## src/bsf_pkg.sv

```systemverilog
package bsf_pkg;
    // ----------------------------------------
    // widths and sizes
    // ----------------------------------------
    localparam int DATA_W = 8;
    localparam int IO_COUNT = 32;
    localparam int IO_IDX_W = 5;
    localparam int STACK_DEPTH = 16;
    localparam int ADDR_W = 8;

    // ----------------------------------------
    // register offsets
    // ----------------------------------------
    localparam logic [7:0] OFF_CMD = 8'h00;
    localparam logic [7:0] OFF_DEST = 8'h04;
    localparam logic [7:0] OFF_SRC = 8'h08;
    localparam logic [7:0] OFF_FLAGS = 8'h0C;
    localparam logic [7:0] OFF_STACK = 8'h10;
    localparam logic [7:0] OFF_IO_BASE = 8'h80;
    localparam logic [7:0] IO_WINDOW_MASK = 8'h80;

    // ----------------------------------------
    // command and status fields
    // ----------------------------------------
    localparam int CMD_OP_LSB = 0;
    localparam int CMD_BIT_LSB = 8;
    localparam int CMD_IO_LSB = 16;
    localparam int STAT_FULL_BIT = 16;
    localparam int STAT_EMPTY_BIT = 17;

    // ----------------------------------------
    // cpu_flag_register bit positions
    // ----------------------------------------
    localparam int FLAG_C = 0;
    localparam int FLAG_Z = 1;
    localparam int FLAG_N = 2;
    localparam int FLAG_V = 3;
    localparam int FLAG_S = 4;
    localparam int FLAG_H = 5;
    localparam int FLAG_T = 6;
    localparam int FLAG_I = 7;

    // ----------------------------------------
    // reset values
    // ----------------------------------------
    localparam logic [7:0] FLAGS_RST = 8'h00;
    localparam logic [7:0] DEST_RST = 8'h00;
    localparam logic [7:0] SRC_RST = 8'h00;
    localparam logic [7:0] IO_RST = 8'h00;

    // ----------------------------------------
    // operation codes
    // ----------------------------------------
    typedef enum logic [4:0] {
        op_none = 5'h00,
        op_push = 5'h01,
        op_pop = 5'h02,
        io_bit_set_op = 5'h03,
        io_bit_clear_op = 5'h04,
        logical_left_shift_op = 5'h05,
        logical_right_shift_op = 5'h06,
        rotate_left_carry_op = 5'h07,
        rotate_right_carry_op = 5'h08,
        arith_right_shift_op = 5'h09,
        flag_index_set_op = 5'h0A,
        flag_index_clear_op = 5'h0B,
        bit_to_transfer_flag_op = 5'h0C,
        transfer_flag_to_bit_op = 5'h0D,
        carry_set_op = 5'h0E,
        carry_clear_op = 5'h0F,
        negative_set_op = 5'h10,
        negative_clear_op = 5'h11,
        zero_set_op = 5'h12,
        zero_clear_op = 5'h13,
        interrupt_enable_op = 5'h14,
        interrupt_disable_op = 5'h15
    } bsf_op_t;
endpackage

```

## src/bsf_bit_unit.sv

```systemverilog
`timescale 1ns/1ps
module bsf_bit_unit
(
    input wire logic [7:0] value_in,
    input wire logic [2:0] index_in,
    input wire logic bit_in,
    output logic [7:0] value_out,
    output logic bit_out
);
    // ----------------------------------------
    // single bit replace and select
    // ----------------------------------------
    wire [7:0] bit_mask = 8'h01 << index_in;

    assign value_out = bit_in ? (value_in | bit_mask) : (value_in & ~bit_mask);
    assign bit_out = value_in[index_in];
endmodule

```

## src/bsf_datapath.sv

```systemverilog
// Behaviour
// - push stores the source register on the stack; flags unchanged.
// - pop loads the destination register from the stack; flags unchanged.
// - io bit set forces one addressed I/O bit high, nothing else changes.
// - io bit clear forces one addressed I/O bit low, nothing else changes.
// - logical left shift moves bits up, zero enters bit zero.
// - logical right shift moves bits down, zero enters bit seven.
// - rotate left: old carry into bit zero, old bit seven into carry.
// - rotate right: old carry into bit seven, old bit zero into carry.
// - arithmetic right shift moves bits down, keeps bit seven.
// - flag index set or clear changes only the indexed flag.
// - bit store copies a source bit into the transfer flag only.
// - bit load copies the transfer flag into one destination bit.
// - carry set and clear write carry only.
// - negative set and clear write negative only.
// - zero set and clear write zero only.
// - interrupt enable sets the interrupt flag only.
// - interrupt disable clears the interrupt flag only.
//
// Design decisions made here: the placing of the registers and the AHB-Lite register port.
`timescale 1ns/1ps
module bsf_datapath
#(
    parameter int DEPTH = bsf_pkg::STACK_DEPTH
)
(
    input wire logic clk_in,
    input wire logic resetn_in,
    input wire logic hsel_in,
    input wire logic [31:0] haddr_in,
    input wire logic [1:0] htrans_in,
    input wire logic hwrite_in,
    input wire logic [2:0] hsize_in,
    input wire logic [31:0] hwdata_in,
    input wire logic hready_in,
    output logic hreadyout_out,
    output logic hresp_out,
    output logic [31:0] hrdata_out,
    output logic [7:0] cpu_flags_out
);
    localparam int SP_W = $clog2(DEPTH) + 1;
    localparam int IX_W = $clog2(DEPTH);
    // ----------------------------------------
    // state
    // ----------------------------------------
    logic [7:0] dest;
    logic [7:0] src;
    logic [7:0] flags;
    logic [SP_W-1:0] sp;
    logic [7:0] stack_mem [DEPTH];
    logic [7:0] io_regs [bsf_pkg::IO_COUNT];
    logic wr_pend;
    logic [7:0] wr_addr;
    logic [7:0] next_dest;
    logic [7:0] next_src;
    logic [7:0] next_flags;
    logic [SP_W-1:0] next_sp;
    logic stack_we;
    // ----------------------------------------
    // bus decode
    // ----------------------------------------
    wire ahb_take = hsel_in & hready_in & htrans_in[1];
    wire [7:0] ra = haddr_in[7:0];
    wire cmd_wr = wr_pend & (wr_addr == bsf_pkg::OFF_CMD);
    wire dest_wr = wr_pend & (wr_addr == bsf_pkg::OFF_DEST);
    wire src_wr = wr_pend & (wr_addr == bsf_pkg::OFF_SRC);
    wire flags_wr = wr_pend & (wr_addr == bsf_pkg::OFF_FLAGS);
    wire io_bus_wr = wr_pend & ((wr_addr & bsf_pkg::IO_WINDOW_MASK) == bsf_pkg::OFF_IO_BASE);
    wire [4:0] io_bus_idx = wr_addr[6:2];
    wire [4:0] io_rd_idx = ra[6:2];
    // ----------------------------------------
    // command fields
    // ----------------------------------------
    wire bsf_pkg::bsf_op_t cmd_op = bsf_pkg::bsf_op_t'(hwdata_in[bsf_pkg::CMD_OP_LSB +: 5]);
    wire bsf_pkg::bsf_op_t exec_op = cmd_wr ? cmd_op : bsf_pkg::op_none;
    wire [2:0] cmd_bit = hwdata_in[bsf_pkg::CMD_BIT_LSB +: 3];
    wire [4:0] cmd_io = hwdata_in[bsf_pkg::CMD_IO_LSB +: bsf_pkg::IO_IDX_W];
    wire full = (sp == SP_W'(DEPTH));
    wire empty = (sp == '0);
    wire [IX_W-1:0] push_idx = sp[IX_W-1:0];
    wire [IX_W-1:0] pop_idx = IX_W'(sp - 1'b1);
    wire [7:0] pop_data = stack_mem[pop_idx];
    wire [7:0] io_sel_val = io_regs[cmd_io];
    wire src_bit = src[cmd_bit];
    // ----------------------------------------
    // helpers
    // ----------------------------------------
    wire is_shift = (exec_op >= bsf_pkg::logical_left_shift_op)
        & (exec_op <= bsf_pkg::arith_right_shift_op);
    wire is_io_op = (exec_op == bsf_pkg::io_bit_set_op) | (exec_op == bsf_pkg::io_bit_clear_op);
    // flag index chosen by each flag operation
    function automatic logic [2:0] flag_of(input bsf_pkg::bsf_op_t op, input logic [2:0] b);
        case (op)
            bsf_pkg::bit_to_transfer_flag_op: flag_of = 3'(bsf_pkg::FLAG_T);
            bsf_pkg::carry_set_op, bsf_pkg::carry_clear_op: flag_of = 3'(bsf_pkg::FLAG_C);
            bsf_pkg::negative_set_op, bsf_pkg::negative_clear_op: flag_of = 3'(bsf_pkg::FLAG_N);
            bsf_pkg::zero_set_op, bsf_pkg::zero_clear_op: flag_of = 3'(bsf_pkg::FLAG_Z);
            bsf_pkg::interrupt_enable_op, bsf_pkg::interrupt_disable_op:
                flag_of = 3'(bsf_pkg::FLAG_I);
            default: flag_of = b;
        endcase
    endfunction
    // flag value written by each flag operation
    function automatic logic flag_val_of(input bsf_pkg::bsf_op_t op, input logic t_bit);
        case (op)
            bsf_pkg::flag_index_set_op, bsf_pkg::carry_set_op, bsf_pkg::negative_set_op,
            bsf_pkg::zero_set_op, bsf_pkg::interrupt_enable_op: flag_val_of = 1'b1;
            bsf_pkg::bit_to_transfer_flag_op: flag_val_of = t_bit;
            default: flag_val_of = 1'b0;
        endcase
    endfunction
    // ----------------------------------------
    // operation units
    // ----------------------------------------
    logic [7:0] shift_res;
    logic shift_c;
    logic shift_z;
    logic shift_n;
    logic shift_v;
    logic [7:0] io_upd;
    logic [7:0] bld_upd;
    logic [7:0] flag_upd;
    bsf_shift_unit u_shift
    (
        .op_in(exec_op), .value_in(dest), .carry_in(flags[bsf_pkg::FLAG_C]),
        .result_out(shift_res), .shift_carry_out(shift_c), .zero_out(shift_z),
        .negative_out(shift_n), .overflow_out(shift_v)
    );
    bsf_bit_unit u_io_bit
    (
        .value_in(io_sel_val), .index_in(cmd_bit), .bit_in(exec_op == bsf_pkg::io_bit_set_op),
        .value_out(io_upd), .bit_out()
    );
    bsf_bit_unit u_dest_bit
    (
        .value_in(dest), .index_in(cmd_bit), .bit_in(flags[bsf_pkg::FLAG_T]),
        .value_out(bld_upd), .bit_out()
    );
    bsf_bit_unit u_flag_bit
    (
        .value_in(flags), .index_in(flag_of(exec_op, cmd_bit)),
        .bit_in(flag_val_of(exec_op, src_bit)), .value_out(flag_upd), .bit_out()
    );
    // ----------------------------------------
    // next state
    // ----------------------------------------
    always_comb
    begin
        next_dest = dest_wr ? hwdata_in[7:0] : dest;
        next_src = src_wr ? hwdata_in[7:0] : src;
        next_flags = flags_wr ? hwdata_in[7:0] : flags;
        next_sp = sp;
        stack_we = 1'b0;
        case (exec_op)
            bsf_pkg::op_push:
            begin
                stack_we = ~full;
                next_sp = full ? sp : SP_W'(sp + 1'b1);
            end
            bsf_pkg::op_pop:
            begin
                next_dest = empty ? dest : pop_data;
                next_sp = empty ? sp : SP_W'(sp - 1'b1);
            end
            bsf_pkg::transfer_flag_to_bit_op: next_dest = bld_upd;
            bsf_pkg::logical_left_shift_op, bsf_pkg::logical_right_shift_op,
            bsf_pkg::rotate_left_carry_op, bsf_pkg::rotate_right_carry_op,
            bsf_pkg::arith_right_shift_op:
            begin
                next_dest = shift_res;
                next_flags[bsf_pkg::FLAG_C] = shift_c;
                next_flags[bsf_pkg::FLAG_Z] = shift_z;
                next_flags[bsf_pkg::FLAG_N] = shift_n;
                next_flags[bsf_pkg::FLAG_V] = shift_v;
            end
            bsf_pkg::flag_index_set_op, bsf_pkg::flag_index_clear_op,
            bsf_pkg::bit_to_transfer_flag_op, bsf_pkg::carry_set_op, bsf_pkg::carry_clear_op,
            bsf_pkg::negative_set_op, bsf_pkg::negative_clear_op, bsf_pkg::zero_set_op,
            bsf_pkg::zero_clear_op, bsf_pkg::interrupt_enable_op,
            bsf_pkg::interrupt_disable_op:
                next_flags = flag_upd;
            default: next_dest = next_dest;
        endcase
    end
    // ----------------------------------------
    // registers
    // ----------------------------------------
    always_ff @(posedge clk_in)
    begin
        if (!resetn_in)
        begin
            dest <= bsf_pkg::DEST_RST;
            src <= bsf_pkg::SRC_RST;
            flags <= bsf_pkg::FLAGS_RST;
            sp <= '0;
            wr_pend <= 1'b0;
            wr_addr <= 8'h00;
        end
        else
        begin
            dest <= next_dest;
            src <= next_src;
            flags <= next_flags;
            sp <= next_sp;
            wr_pend <= ahb_take & hwrite_in;
            wr_addr <= ra;
        end
    end
    always_ff @(posedge clk_in)
    begin
        if (stack_we)
            stack_mem[push_idx] <= src;
    end
    // one I/O register per slot, written by bus or by bit operation
    genvar gi;
    generate
        for (gi = 0; gi < bsf_pkg::IO_COUNT; gi++)
        begin : g_io
            wire op_hit = is_io_op & (cmd_io == 5'(gi));
            wire bus_hit = io_bus_wr & (io_bus_idx == 5'(gi));
            always_ff @(posedge clk_in)
            begin
                if (!resetn_in)
                    io_regs[gi] <= bsf_pkg::IO_RST;
                else if (op_hit)
                    io_regs[gi] <= io_upd;
                else if (bus_hit)
                    io_regs[gi] <= hwdata_in[7:0];
            end
        end
    endgenerate
    // ----------------------------------------
    // read path
    // ----------------------------------------
    wire io_rd_fresh = is_io_op & (cmd_io == io_rd_idx);
    wire io_rd_bus = io_bus_wr & (io_bus_idx == io_rd_idx);
    wire [7:0] io_rd_val = io_rd_fresh ? io_upd : (io_rd_bus ? hwdata_in[7:0] : io_regs[io_rd_idx]);
    wire [31:0] stat_word = (32'(next_sp) | (32'(next_sp == SP_W'(DEPTH)) << bsf_pkg::STAT_FULL_BIT)
        | (32'(next_sp == '0) << bsf_pkg::STAT_EMPTY_BIT));
    wire [31:0] rd_word =
        ((ra & bsf_pkg::IO_WINDOW_MASK) == bsf_pkg::OFF_IO_BASE) ? {24'h000000, io_rd_val} :
        (ra == bsf_pkg::OFF_DEST) ? {24'h000000, next_dest} :
        (ra == bsf_pkg::OFF_SRC) ? {24'h000000, next_src} :
        (ra == bsf_pkg::OFF_FLAGS) ? {24'h000000, next_flags} :
        (ra == bsf_pkg::OFF_STACK) ? stat_word : 32'h00000000;
    always_ff @(posedge clk_in)
    begin
        if (!resetn_in)
            hrdata_out <= 32'h00000000;
        else
            hrdata_out <= (ahb_take & ~hwrite_in) ? rd_word : 32'h00000000;
    end
    assign hreadyout_out = 1'b1;
    assign hresp_out = 1'b0;
    assign cpu_flags_out = flags;
endmodule

```

## src/bsf_shift_unit.sv

```systemverilog
`timescale 1ns/1ps
module bsf_shift_unit
(
    input wire bsf_pkg::bsf_op_t op_in,
    input wire logic [7:0] value_in,
    input wire logic carry_in,
    output logic [7:0] result_out,
    output logic shift_carry_out,
    output logic zero_out,
    output logic negative_out,
    output logic overflow_out
);
    // ----------------------------------------
    // shift and rotate
    // ----------------------------------------
    always_comb
    begin
        result_out = value_in;
        shift_carry_out = carry_in;
        case (op_in)
            bsf_pkg::logical_left_shift_op:
            begin
                result_out = {value_in[6:0], 1'b0};
                shift_carry_out = value_in[7];
            end
            bsf_pkg::logical_right_shift_op:
            begin
                result_out = {1'b0, value_in[7:1]};
                shift_carry_out = value_in[0];
            end
            bsf_pkg::rotate_left_carry_op:
            begin
                result_out = {value_in[6:0], carry_in};
                shift_carry_out = value_in[7];
            end
            bsf_pkg::rotate_right_carry_op:
            begin
                result_out = {carry_in, value_in[7:1]};
                shift_carry_out = value_in[0];
            end
            bsf_pkg::arith_right_shift_op:
            begin
                result_out = {value_in[7], value_in[7:1]};
                shift_carry_out = value_in[0];
            end
            default:
            begin
                result_out = value_in;
                shift_carry_out = carry_in;
            end
        endcase
    end

    // result flags
    assign zero_out = (result_out == 8'h00);
    assign negative_out = result_out[7];
    assign overflow_out = result_out[7] ^ shift_carry_out;
endmodule

```

## config.mk

```make
export PLATFORM = sky130hd
export DESIGN_NAME = bsf_datapath
export DESIGN_NICKNAME = d
export VERILOG_FILES = /design/src/bsf_pkg.sv /design/src/bsf_bit_unit.sv /design/src/bsf_datapath.sv /design/src/bsf_shift_unit.sv
export SDC_FILE = /design/constraint.sdc
export NUM_CORES = 1
export LEC_CHECK = 0
export ABC_AREA = 1
export BUFFER_PORTS_ARGS = -buffer_cell sky130_fd_sc_hd__buf_2
export CAP_MARGIN = 20
export CORE_MARGIN = 2
export CORE_UTILIZATION = 52
export DETAILED_ROUTE_END_ITERATION = 10
export PLACE_DENSITY = 0.73
export REMOVE_ABC_BUFFERS = 1
export SLEW_MARGIN = 20
export SYNTH_ARGS = -nofsm -noshare
export SYNTH_HDL_FRONTEND = slang
export SYNTH_SLANG_ARGS = --single-unit
export TNS_END_PERCENT = 10
```

## constraint.sdc

```tcl
create_clock -name clk_in -period 6.3 [get_ports clk_in]
set_input_delay 1.89 -clock clk_in [delete_from_list [all_inputs] [get_ports clk_in]]
set_output_delay 1.89 -clock clk_in [all_outputs]
set_load 0.02 [all_outputs]
```

# Word-level counts from Yosys, hierarchy flattened
# Memory sizes are Yosys's and may differ from the RTL's.
# Index checks and enable logic that the tools add are counted.
[totals] register_bits=56 n_memories=2 ramBits=384
[memory_table] name="io_regs" words=32 width=8 read_ports=2 rd_clocked_by_memory_dff=0 wr=32 line="bsf_datapath.sv:51" source="logic [7:0] io_regs [bsf_pkg::IO_COUNT];"
[memory_table] name="stack_mem" words=16 width=8 read_ports=1 rd_clocked_by_memory_dff=0 wr=1 line="bsf_datapath.sv:50" source="logic [7:0] stack_mem [DEPTH];"
[classes] magnitude_cmp=1 shifts=2 mux=319 reduce_logical=17 bitwise_logic=156 n_addsub=2 eq_ne=94
[op_table] operator="$mux W8" n=78
[op_table] operator="$mux W1" n=229
[op_table] operator="$eq A5 B5 Y1 const B" n=40
[op_table] operator="$eq A5 B4 Y1 const B" n=24
[op_table] operator="$and A1 B1 Y1" n=75
[op_table] operator="$or A1 B1 Y1" n=65
[op_table] operator="$eq A5 B3 Y1 const B" n=12
[op_table] operator="$pmux W8 S5" n=1
[op_table] operator="$eq A8 B4 Y1 const B" n=4
[op_table] operator="$eq A5 B2 Y1 const B" n=6
[op_table] operator="$and A8 B8 Y8" n=3
[op_table] operator="$or A8 B8 Y8" n=3
[op_table] operator="$pmux W8 S3" n=1
[op_table] operator="$logic_not A5 Y1" n=4
[op_table] operator="$or A17 B18 Y18" n=1
[op_table] operator="$or A5 B17 Y17" n=1
[op_table] operator="$eq A8 B3 Y1 const B" n=2
[op_table] operator="$logic_not A8 Y1" n=2
[op_table] operator="$not A8 Y8" n=2
[op_table] operator="$shl A1 B3 Y8 const A" n=2
[op_table] operator="$eq A5 B1 Y1 const B" n=3
[op_table] operator="$mux W5" n=3
[op_table] operator="$pmux W3 S5" n=1
[op_table] operator="$reduce_or A11 Y1" n=1
[op_table] operator="17 further kinds" n=28

# Longest topological paths before layout
# Gate-level depths: netlist of the first run.
[depth] ltp_word=15 depth_mapped=21 depth_no_buf=21

# By module
# A second synthesis of the first run with hierarchy kept.
[hier_totals] cells_unflattened=2772 hier_area_um2=24390.9
[modules_own_cells] mod="bsf_datapath" cells_each=2545 area_per_inst_um2=23294.8 n_inst=1
[modules_own_cells] mod="bsf_bit_unit" cells_each=52 area_per_inst_um2=232.7 n_inst=3
[modules_own_cells] mod="bsf_shift_unit" cells_each=71 area_per_inst_um2=397.9 n_inst=1

# Least setup slack after synthesis of the first run
# OpenSTA, ideal clock, no wires.
[synth_path] path_type="input -> register" startpoint="input port hwdata_in[4]" endpoint="memory io_regs[5][0] (enable)" path_stages=15 setup_slack_ns=2.464 setup_time_ns=0.337 required_ns=5.963 arrival_time_ns=3.499 path_buffers=1 cell_sequence="clkbuf_1 -> inv_1 -> nand3_2 -> nor2_4 -> inv_4 -> nand2_4 -> nand2_1 -> inv_2 -> nand2_2 -> nor2_2 -> nor2_4 -> nand2_4 -> inv_6 -> nand2_4 -> nand3_1"
[synth_rtl] item="start, declared" line="bsf_datapath.sv:34" source="input wire logic [31:0] hwdata_in,"
[synth_rtl] item="end, declared" line="bsf_datapath.sv:51"

==> out/qor.yml, run 1 <==
hp-class: "flip-flop to flip-flop"
synth-seq-area-share_pct: 52.1
reg2reg_setup_slack_ps: 2300
worst-setup-path-type: "input pin to flip-flop"
finalHoldViolations: 0
placement.io_buffers: 47
fin_tns_setup_ps: 0
antenna_violating_nets_post_route: 0
grt_first_pass_wirelength_um: 133000
worst_hold_slack_ps: 603
wire_per_inst_um: 27.5
sink_count_of_the_clock_tree: 432
coreArea_mm2: 0.0455
final.fill_count: 4049
grt_antenna_before_repair: 1
path_delay_family: "buffers and inverters"
final_cell_area_mm2: 0.0262
grt_setup_unrepaired: "no"
post_synth_instance_area_mm2: 0.0240
cpPeakStageDelay_ps: 520
utilization_of_the_core_after_routing_pct: 57.7
cellPowerDensity_mw_per_mm2: 254
area.growth.synth_to_final_pct: 9.39
timing.final.crit_share_pct: 78.8
min-delay-start: "cpu_flags_out[2]"
final_nets: 2763
switching_power_mw: 1.79
share_clk_of_total_power_pct: 41.6
ctsResizeCount: 0
number_of_buffers_added_for_setup_after_cts: 0
timing.hold.worst_endpoint: "cpu_flags_out[2]"
maximum_number_of_pins_on_one_net_before_global_route_repair: 69
grt_remaining_overflow: 0
cts_made_buffers: 46
asyncSetResetFlopFracSynth_pct: 0
drt_first_iter_violations: 3517
startpoint_type: "input pin"
layout-drive-gt1-share_pct: 9.90
clk_transition_reported_paths_ps: 60
worstMarginPinSlew_ps: 1040
cts-root-to-sink-buffers: 3
instances_no_fill: 3319
drv.max_cap_violation_count: 0
post_synth_num_cell_types: 61
detail_route.vias_per_cell: 6.85
layout_min_cycle_time_ps: 4970
finalWirelength_um: 91300
critical_path.cell_chain: "buf_2 -> inv_1 -> nand2_1 -> buf_4 -> o22ai_1 -> a221o_1 -> nand2_1 -> nand4_1 -> nand3_1 -> o21ai_0 -> inv_1 -> buf_12 -> o22ai_1"
htreeDepth: 2
layout_commonest_cell: "nand2_1"
detailed_place.area_mm2: 0.0247
worstPathArrival_ps: 5270
vias: 22750
yosysTopAreaCellShare_pct: 48.1
final-setup-viol-count: 0
min_delay_path_depth: 4
clk-insertion-delay-late_ps: 610
outcome: "finished, final reports clean"
pre_repair_dr_iteration_count: 6
crit_path_top_delay_cell: "buf_4"
r2r-end: "hrdata_out[7]"
cts_root_buf: "clkbuf_16"
syn_area_per_cell_um2: 8.86
slew_violations: 0
synth.ff_latch_count: 432
grt_usage_pct: 37.6
synthCells: 2706
fmax_mhz: 201
hold_buffers: 0
synth_top_cells_by_area: "edfxtp_1 (48%), nand2_1 (8.9%), o22ai_1 (7.5%)"
post-route-drc-count: 0
area.sequential_mm2: 0.0125
floorplan.die_area_mm2: 0.0479
rr_worst_depth: 13
synth_largest_area_cell: "edfxtp_1"
number_of_warnings_printed_during_yosys_synthesis: 0
ios: 116
proportion_of_power_drawn_by_flip_flops_and_latches_pct: 48.0
gpl.final_weighted_congestion: 1.04
rows: 78
prevailing_post_synth_register_cell: "edfxtp_1"
layout_common_cells: "nand2_1 (569), edfxtp_1 (384), o22ai_1 (286)"
p_sw_share_pct: 26.9
worst_clock_skew_ps: 24.2
vias_in_the_first_global_route: 21153
area_of_the_multi_input_gates_mm2: 0.00978
p_int_mw: 4.87
normalized_max_slew_margin_pct: 30.7
die-height_um: 219
dp_hpwl_um: 61000
worst_ep_required_time_ps: 6600
initial_cell_density_of_the_core_pct: 52.7
power.combinational.fraction_pct: 10.5
worstReg2RegStart: "sp[0]"
worst_setup_path_end_kind: "flip-flop"
dp.cells: 3236
peakVddDrop_mv: 0.236
crit_path_max_fanout: 37
cts_tree: "yes"
p_leak_nw: 9.85
cp.buffers_inverters: 5
fp.dieW_um: 219
synth_enable_flop_cells: 384
-- how the worst max path moves through the flow --
stage | endpoint | cells past startpoint | slack (ps) | startpoint
2_1_floorplan | hrdata_out[2] | 15 | 730 | sp[0]
3_3_place_gp | io_regs[20][5] | 13 | 1030 | hwdata_in[16]
3_5_place_dp | io_regs[20][5] | 13 | 970 | hwdata_in[16]
4_1_cts | io_regs[20][5] | 13 | 1580 | hwdata_in[16]
5_1_grt | io_regs[12][3] | 12 | 1420 | hwdata_in[16]
6_report | io_regs[22][5] | 13 | 1330 | hwdata_in[16]
-- area by class of cell --
class                      count  share of cell area, %
tap                          600                   2.86
multi-input combinational   1854                   37.3
sequential                   432                   47.6
clock buffer                  55                   4.63
antenna                        1                0.00954
timing repair buffer         107                   2.99
clock inverter                27                   1.09
inverter                     243                   3.51
-- cells in the mapped netlist, drive strengths merged, types with 2 or more instances --
master,number
nand4,54
o211ai,25
nand3b,2
o21ai,82
edfxtp,384
o2111ai,16
o221ai,36
o22a,2
dfxtp,48
clkinv,10
nor4,5
xor2,7
a21oi,110
a31oi,7
o31ai,3
nand2,587
buf,82
nor3b,2
o22ai,286
a22oi,86
inv,233
nand3,205
nor2,237
xnor2,2
ha,5
a221o,3
o2111a,2
nor3,16
clkbuf,117
conb,2
a221oi,34
a211oi,4
o32ai,2
-- metrics by stage --
step | power [mW] | setup WS, ps
2_1_floorplan | 3.57 | 726
3_3_place_gp | 3.90 | 1030
3_5_place_dp | 3.91 | 968
4_1_cts | 6.61 | 1580
5_1_grt | 6.78 | 1420
6_report | 6.65 | 1330
-- cells by family after synthesis --
group           Yosys count  synth area share, %
flops                   432                 52.1
other cells               2               0.0313
buf+inv                 442                 7.58
compound gates          706                 19.1
fa+ha+maj                 5                0.261
xor+xnor                  9                0.391
simple gates           1110                 20.5
-- flip-flops by register name (all words and copies together), names as in the netlist --
name           count
stack_mem        128
src                8
sp                 5
io_regs          256
wr_addr            8
hrdata_out        10
wr_pend            1
cpu_flags_out      8
dest               8
-- per-layer routing --
layer,vias up,wire length [um],track usage (%)
li1,9771,-,-
met1,10760,34100,52.0
met2,1872,39900,55.9
met3,347,12300,8.62
met4,0,4880,18.4
met5,-,0,0
-- tightest hold or removal path: stages (launching register included) --
cell and delay, ps:
dfxtp_1 320, inv_1 50, nand2_1 40, nand3_1 80
a21oi_1 60
-- power groups by stage --
stage / clock [mW] / sequential, mW / combinational, mW
after floorplan: 0 / 3.24 / 0.332
after global placement: 0 / 3.25 / 0.649
after detailed placement: 0 / 3.25 / 0.655
after CTS: 2.76 / 3.19 / 0.657
after global routing: 2.87 / 3.20 / 0.706
final: 2.77 / 3.19 / 0.697
Note: power is estimated with default switching activity, not from simulation.
==> run 2, diff against run 1 <==
==> constraint.sdc (replaced) <==
create_clock -name clk_in -period 4.8 [get_ports clk_in]
set_input_delay 1.44 -clock clk_in [delete_from_list [all_inputs] [get_ports clk_in]]
set_output_delay 1.44 -clock clk_in [all_outputs]
set_load 0.02 [all_outputs]
==> out/qor.yml, run 2 (synthesis gave the netlist of run 1 again) <==
outcome: "finished, final reports clean"  # unchanged
critical_path.cell_chain: "buf_2 -> inv_1 -> nand2_1 -> buf_4 -> o22ai_1 -> a221oi_1 -> nor2_1 -> nor4_1 -> nand2_1 -> nand3_1 -> o21ai_0 -> inv_1 -> buf_12 -> o22ai_1"  # was buf_2 -> inv_1 -> nand2_1 -> buf_4 -> o22ai_1 -> a221o_1 -> nand2_1 -> nand4_1 -> nand3_1 -> o21ai_0 -> inv_1 -> buf_12 -> o22ai_1
sink_count_of_the_clock_tree: 432  # unchanged
cts_root_buf: "clkbuf_16"  # unchanged
slew_violations: 0  # unchanged
worst_clock_skew_ps: 16.1  # was 24.2 ps
cts_made_buffers: 47  # was 46
hold_buffers: 0  # unchanged
worstMarginPinSlew_ps: 1140  # was 1040 ps
fp.dieW_um: 219  # unchanged
grt_first_pass_wirelength_um: 134000  # was 133000 um
startpoint_type: "input pin"  # unchanged
post-route-drc-count: 0  # unchanged
area.sequential_mm2: 0.0125  # unchanged
floorplan.die_area_mm2: 0.0479  # unchanged
dp_hpwl_um: 63000  # was 61000 um
final-setup-viol-count: 0  # unchanged
number_of_buffers_added_for_setup_after_cts: 0  # unchanged
die-height_um: 219  # unchanged
normalized_max_slew_margin_pct: 23.9  # was 30.7%
fin_tns_setup_ps: 0  # unchanged
vias_in_the_first_global_route: 20976  # was 21153
drt_first_iter_violations: 3638  # was 3517
rows: 78  # unchanged
cellPowerDensity_mw_per_mm2: 331  # was 254 mW/mm2
gpl.final_weighted_congestion: 1.06  # was 1.04
p_leak_nw: 10.0  # was 9.85 nW
worst_hold_slack_ps: 607  # was 603 ps
worstPathArrival_ps: 4190  # was 5270 ps
grt_setup_unrepaired: "no"  # unchanged
peakVddDrop_mv: 0.254  # was 0.236 mV
detailed_place.area_mm2: 0.0250  # was 0.0247 mm2
clk_transition_reported_paths_ps: 60  # about the same
reg.largest.list: "io_regs x256, stack_mem x128, hrdata_out x10"  # unchanged
area.growth.synth_to_final_pct: 10.5  # was 9.39%
largest_register: "io_regs"  # unchanged
final_cell_area_mm2: 0.0265  # was 0.0262 mm2
clk-insertion-delay-late_ps: 610  # about the same
vias: 22812  # was 22750
grt_remaining_overflow: 0  # unchanged
finalWirelength_um: 91600  # was 91300 um
report.power.total_mw: 8.77  # was 6.65 mW
worst_ep_required_time_ps: 5110  # was 6600 ps
htreeDepth: 2  # unchanged
cts_tree: "yes"  # unchanged
insertedDiodeCount: 0  # was 1
hp-class: "flip-flop to flip-flop"  # unchanged
grt_usage_pct: 37.9  # was 37.6%
cts-root-to-sink-buffers: 3  # unchanged
grt_antenna_before_repair: 1  # unchanged
final_nets: 2790  # was 2763
area_of_the_multi_input_gates_mm2: 0.00979  # was 0.00978 mm2
layout_commonest_cell: "nand2_1"  # unchanged
coreArea_mm2: 0.0455  # unchanged
layout_min_cycle_time_ps: 3870
antenna_violating_nets_post_route: 0  # unchanged
layout_common_cells: "nand2_1 (569), edfxtp_1 (384), o22ai_1 (286)"  # unchanged
finalHoldViolations: 0  # unchanged
crit_path_top_delay_cell: "a221oi_1"  # was buf_4
cpPeakStageDelay_ps: 560  # was 520 ps
maximum_number_of_pins_on_one_net_before_global_route_repair: 68  # was 69
dp.cells: 3262  # was 3236
initial_cell_density_of_the_core_pct: 52.7  # unchanged
worst-setup-path-type: "input pin to flip-flop"  # unchanged
fmax_mhz: 258
pre_repair_dr_iteration_count: 6  # unchanged
drv.max_cap_violation_count: 0  # unchanged
final.fill_count: 4005  # was 4049
instances_no_fill: 3343  # was 3319
layout-drive-gt1-share_pct: 10.6  # was 9.90%
wire_per_inst_um: 27.4  # was 27.5 um
worst_setup_path_end_kind: "flip-flop"  # unchanged
detail_route.vias_per_cell: 6.82  # was 6.85
crit_path_max_fanout: 20  # was 37
ctsResizeCount: 0  # unchanged
timing.final.crit_share_pct: 80.6
ios: 116  # unchanged
largest_reg_flops: 256  # unchanged
placement.io_buffers: 47  # unchanged
[run 2: cell types whose count changed in the layout (fill, tap and decap cells not counted), moves of 2 or more]
cell | before | now
clkinv_2 | 10 | 5
buf_12 | 8 | 15
inv_6 | 1 | 3
clkinv_4 | 0 | 2
clkbuf_1 | 7 | 10
clkinvlp_4 | 6 | 4
buf_4 | 52 | 71
[run 2: worst paths after layout]
kind / slack [ps] / depth (start not counted) / end / startpoint
worst max-delay path: 930 / 14 / io_regs[18][4] / hwdata_in[16]
worst max register to register: 980 / 13 / hrdata_out[1] / sp[0]
worst min register to register: 610 / 4 / cpu_flags_out[2] / cpu_flags_out[2]
worst min-delay path: 610 / 4 / cpu_flags_out[2] / cpu_flags_out[2]
[run 2: final cells by class]
cell class                 count  area share, %
tap                          600           2.83
clock inverter                24           1.05
sequential                   432           47.1
timing repair buffer         133           4.03
clock buffer                  57           4.58
multi-input combinational   1854           36.9
inverter                     243           3.48
[run 2: critical path: cells and delay by family]
kind / cells / cell delay (ps)
buffers and inverters: 5 / 1090
and+or+nand+nor: 5 / 710
AOI/OAI and AO/OA: 4 / 910
[run 2: power breakdown]
| group | switching [mW] | total (mW) | internal (mW) | leakage, nW |
|---|---|---|---|---|
| registers | 0.0481 | 4.19 | 4.14 | 4.21 |
| clock network | 1.59 | 3.62 | 2.03 | 0.715 |
| logic | 0.718 | 0.955 | 0.237 | 5.07 |
| total | 2.36 | 8.77 | 6.41 | 10.0 |
[run 2: layer usage]
metal,track usage [%],share of wire [%],vias to the layer above
met5,0,0.0098,-
met4,15.5,4.9,2
met3,7.65,14,320
met2,56.5,43,1910
met1,54.0,38,10723
li1,-,-,9857
[run 2: per-stage QoR]
step	util, %	setup WS [ps]
after floorplan	-	-774
after global placement	55.0	551
after detailed placement	55.0	474
after CTS	58.3	1090
after global routing	58.3	826
final	58.3	929
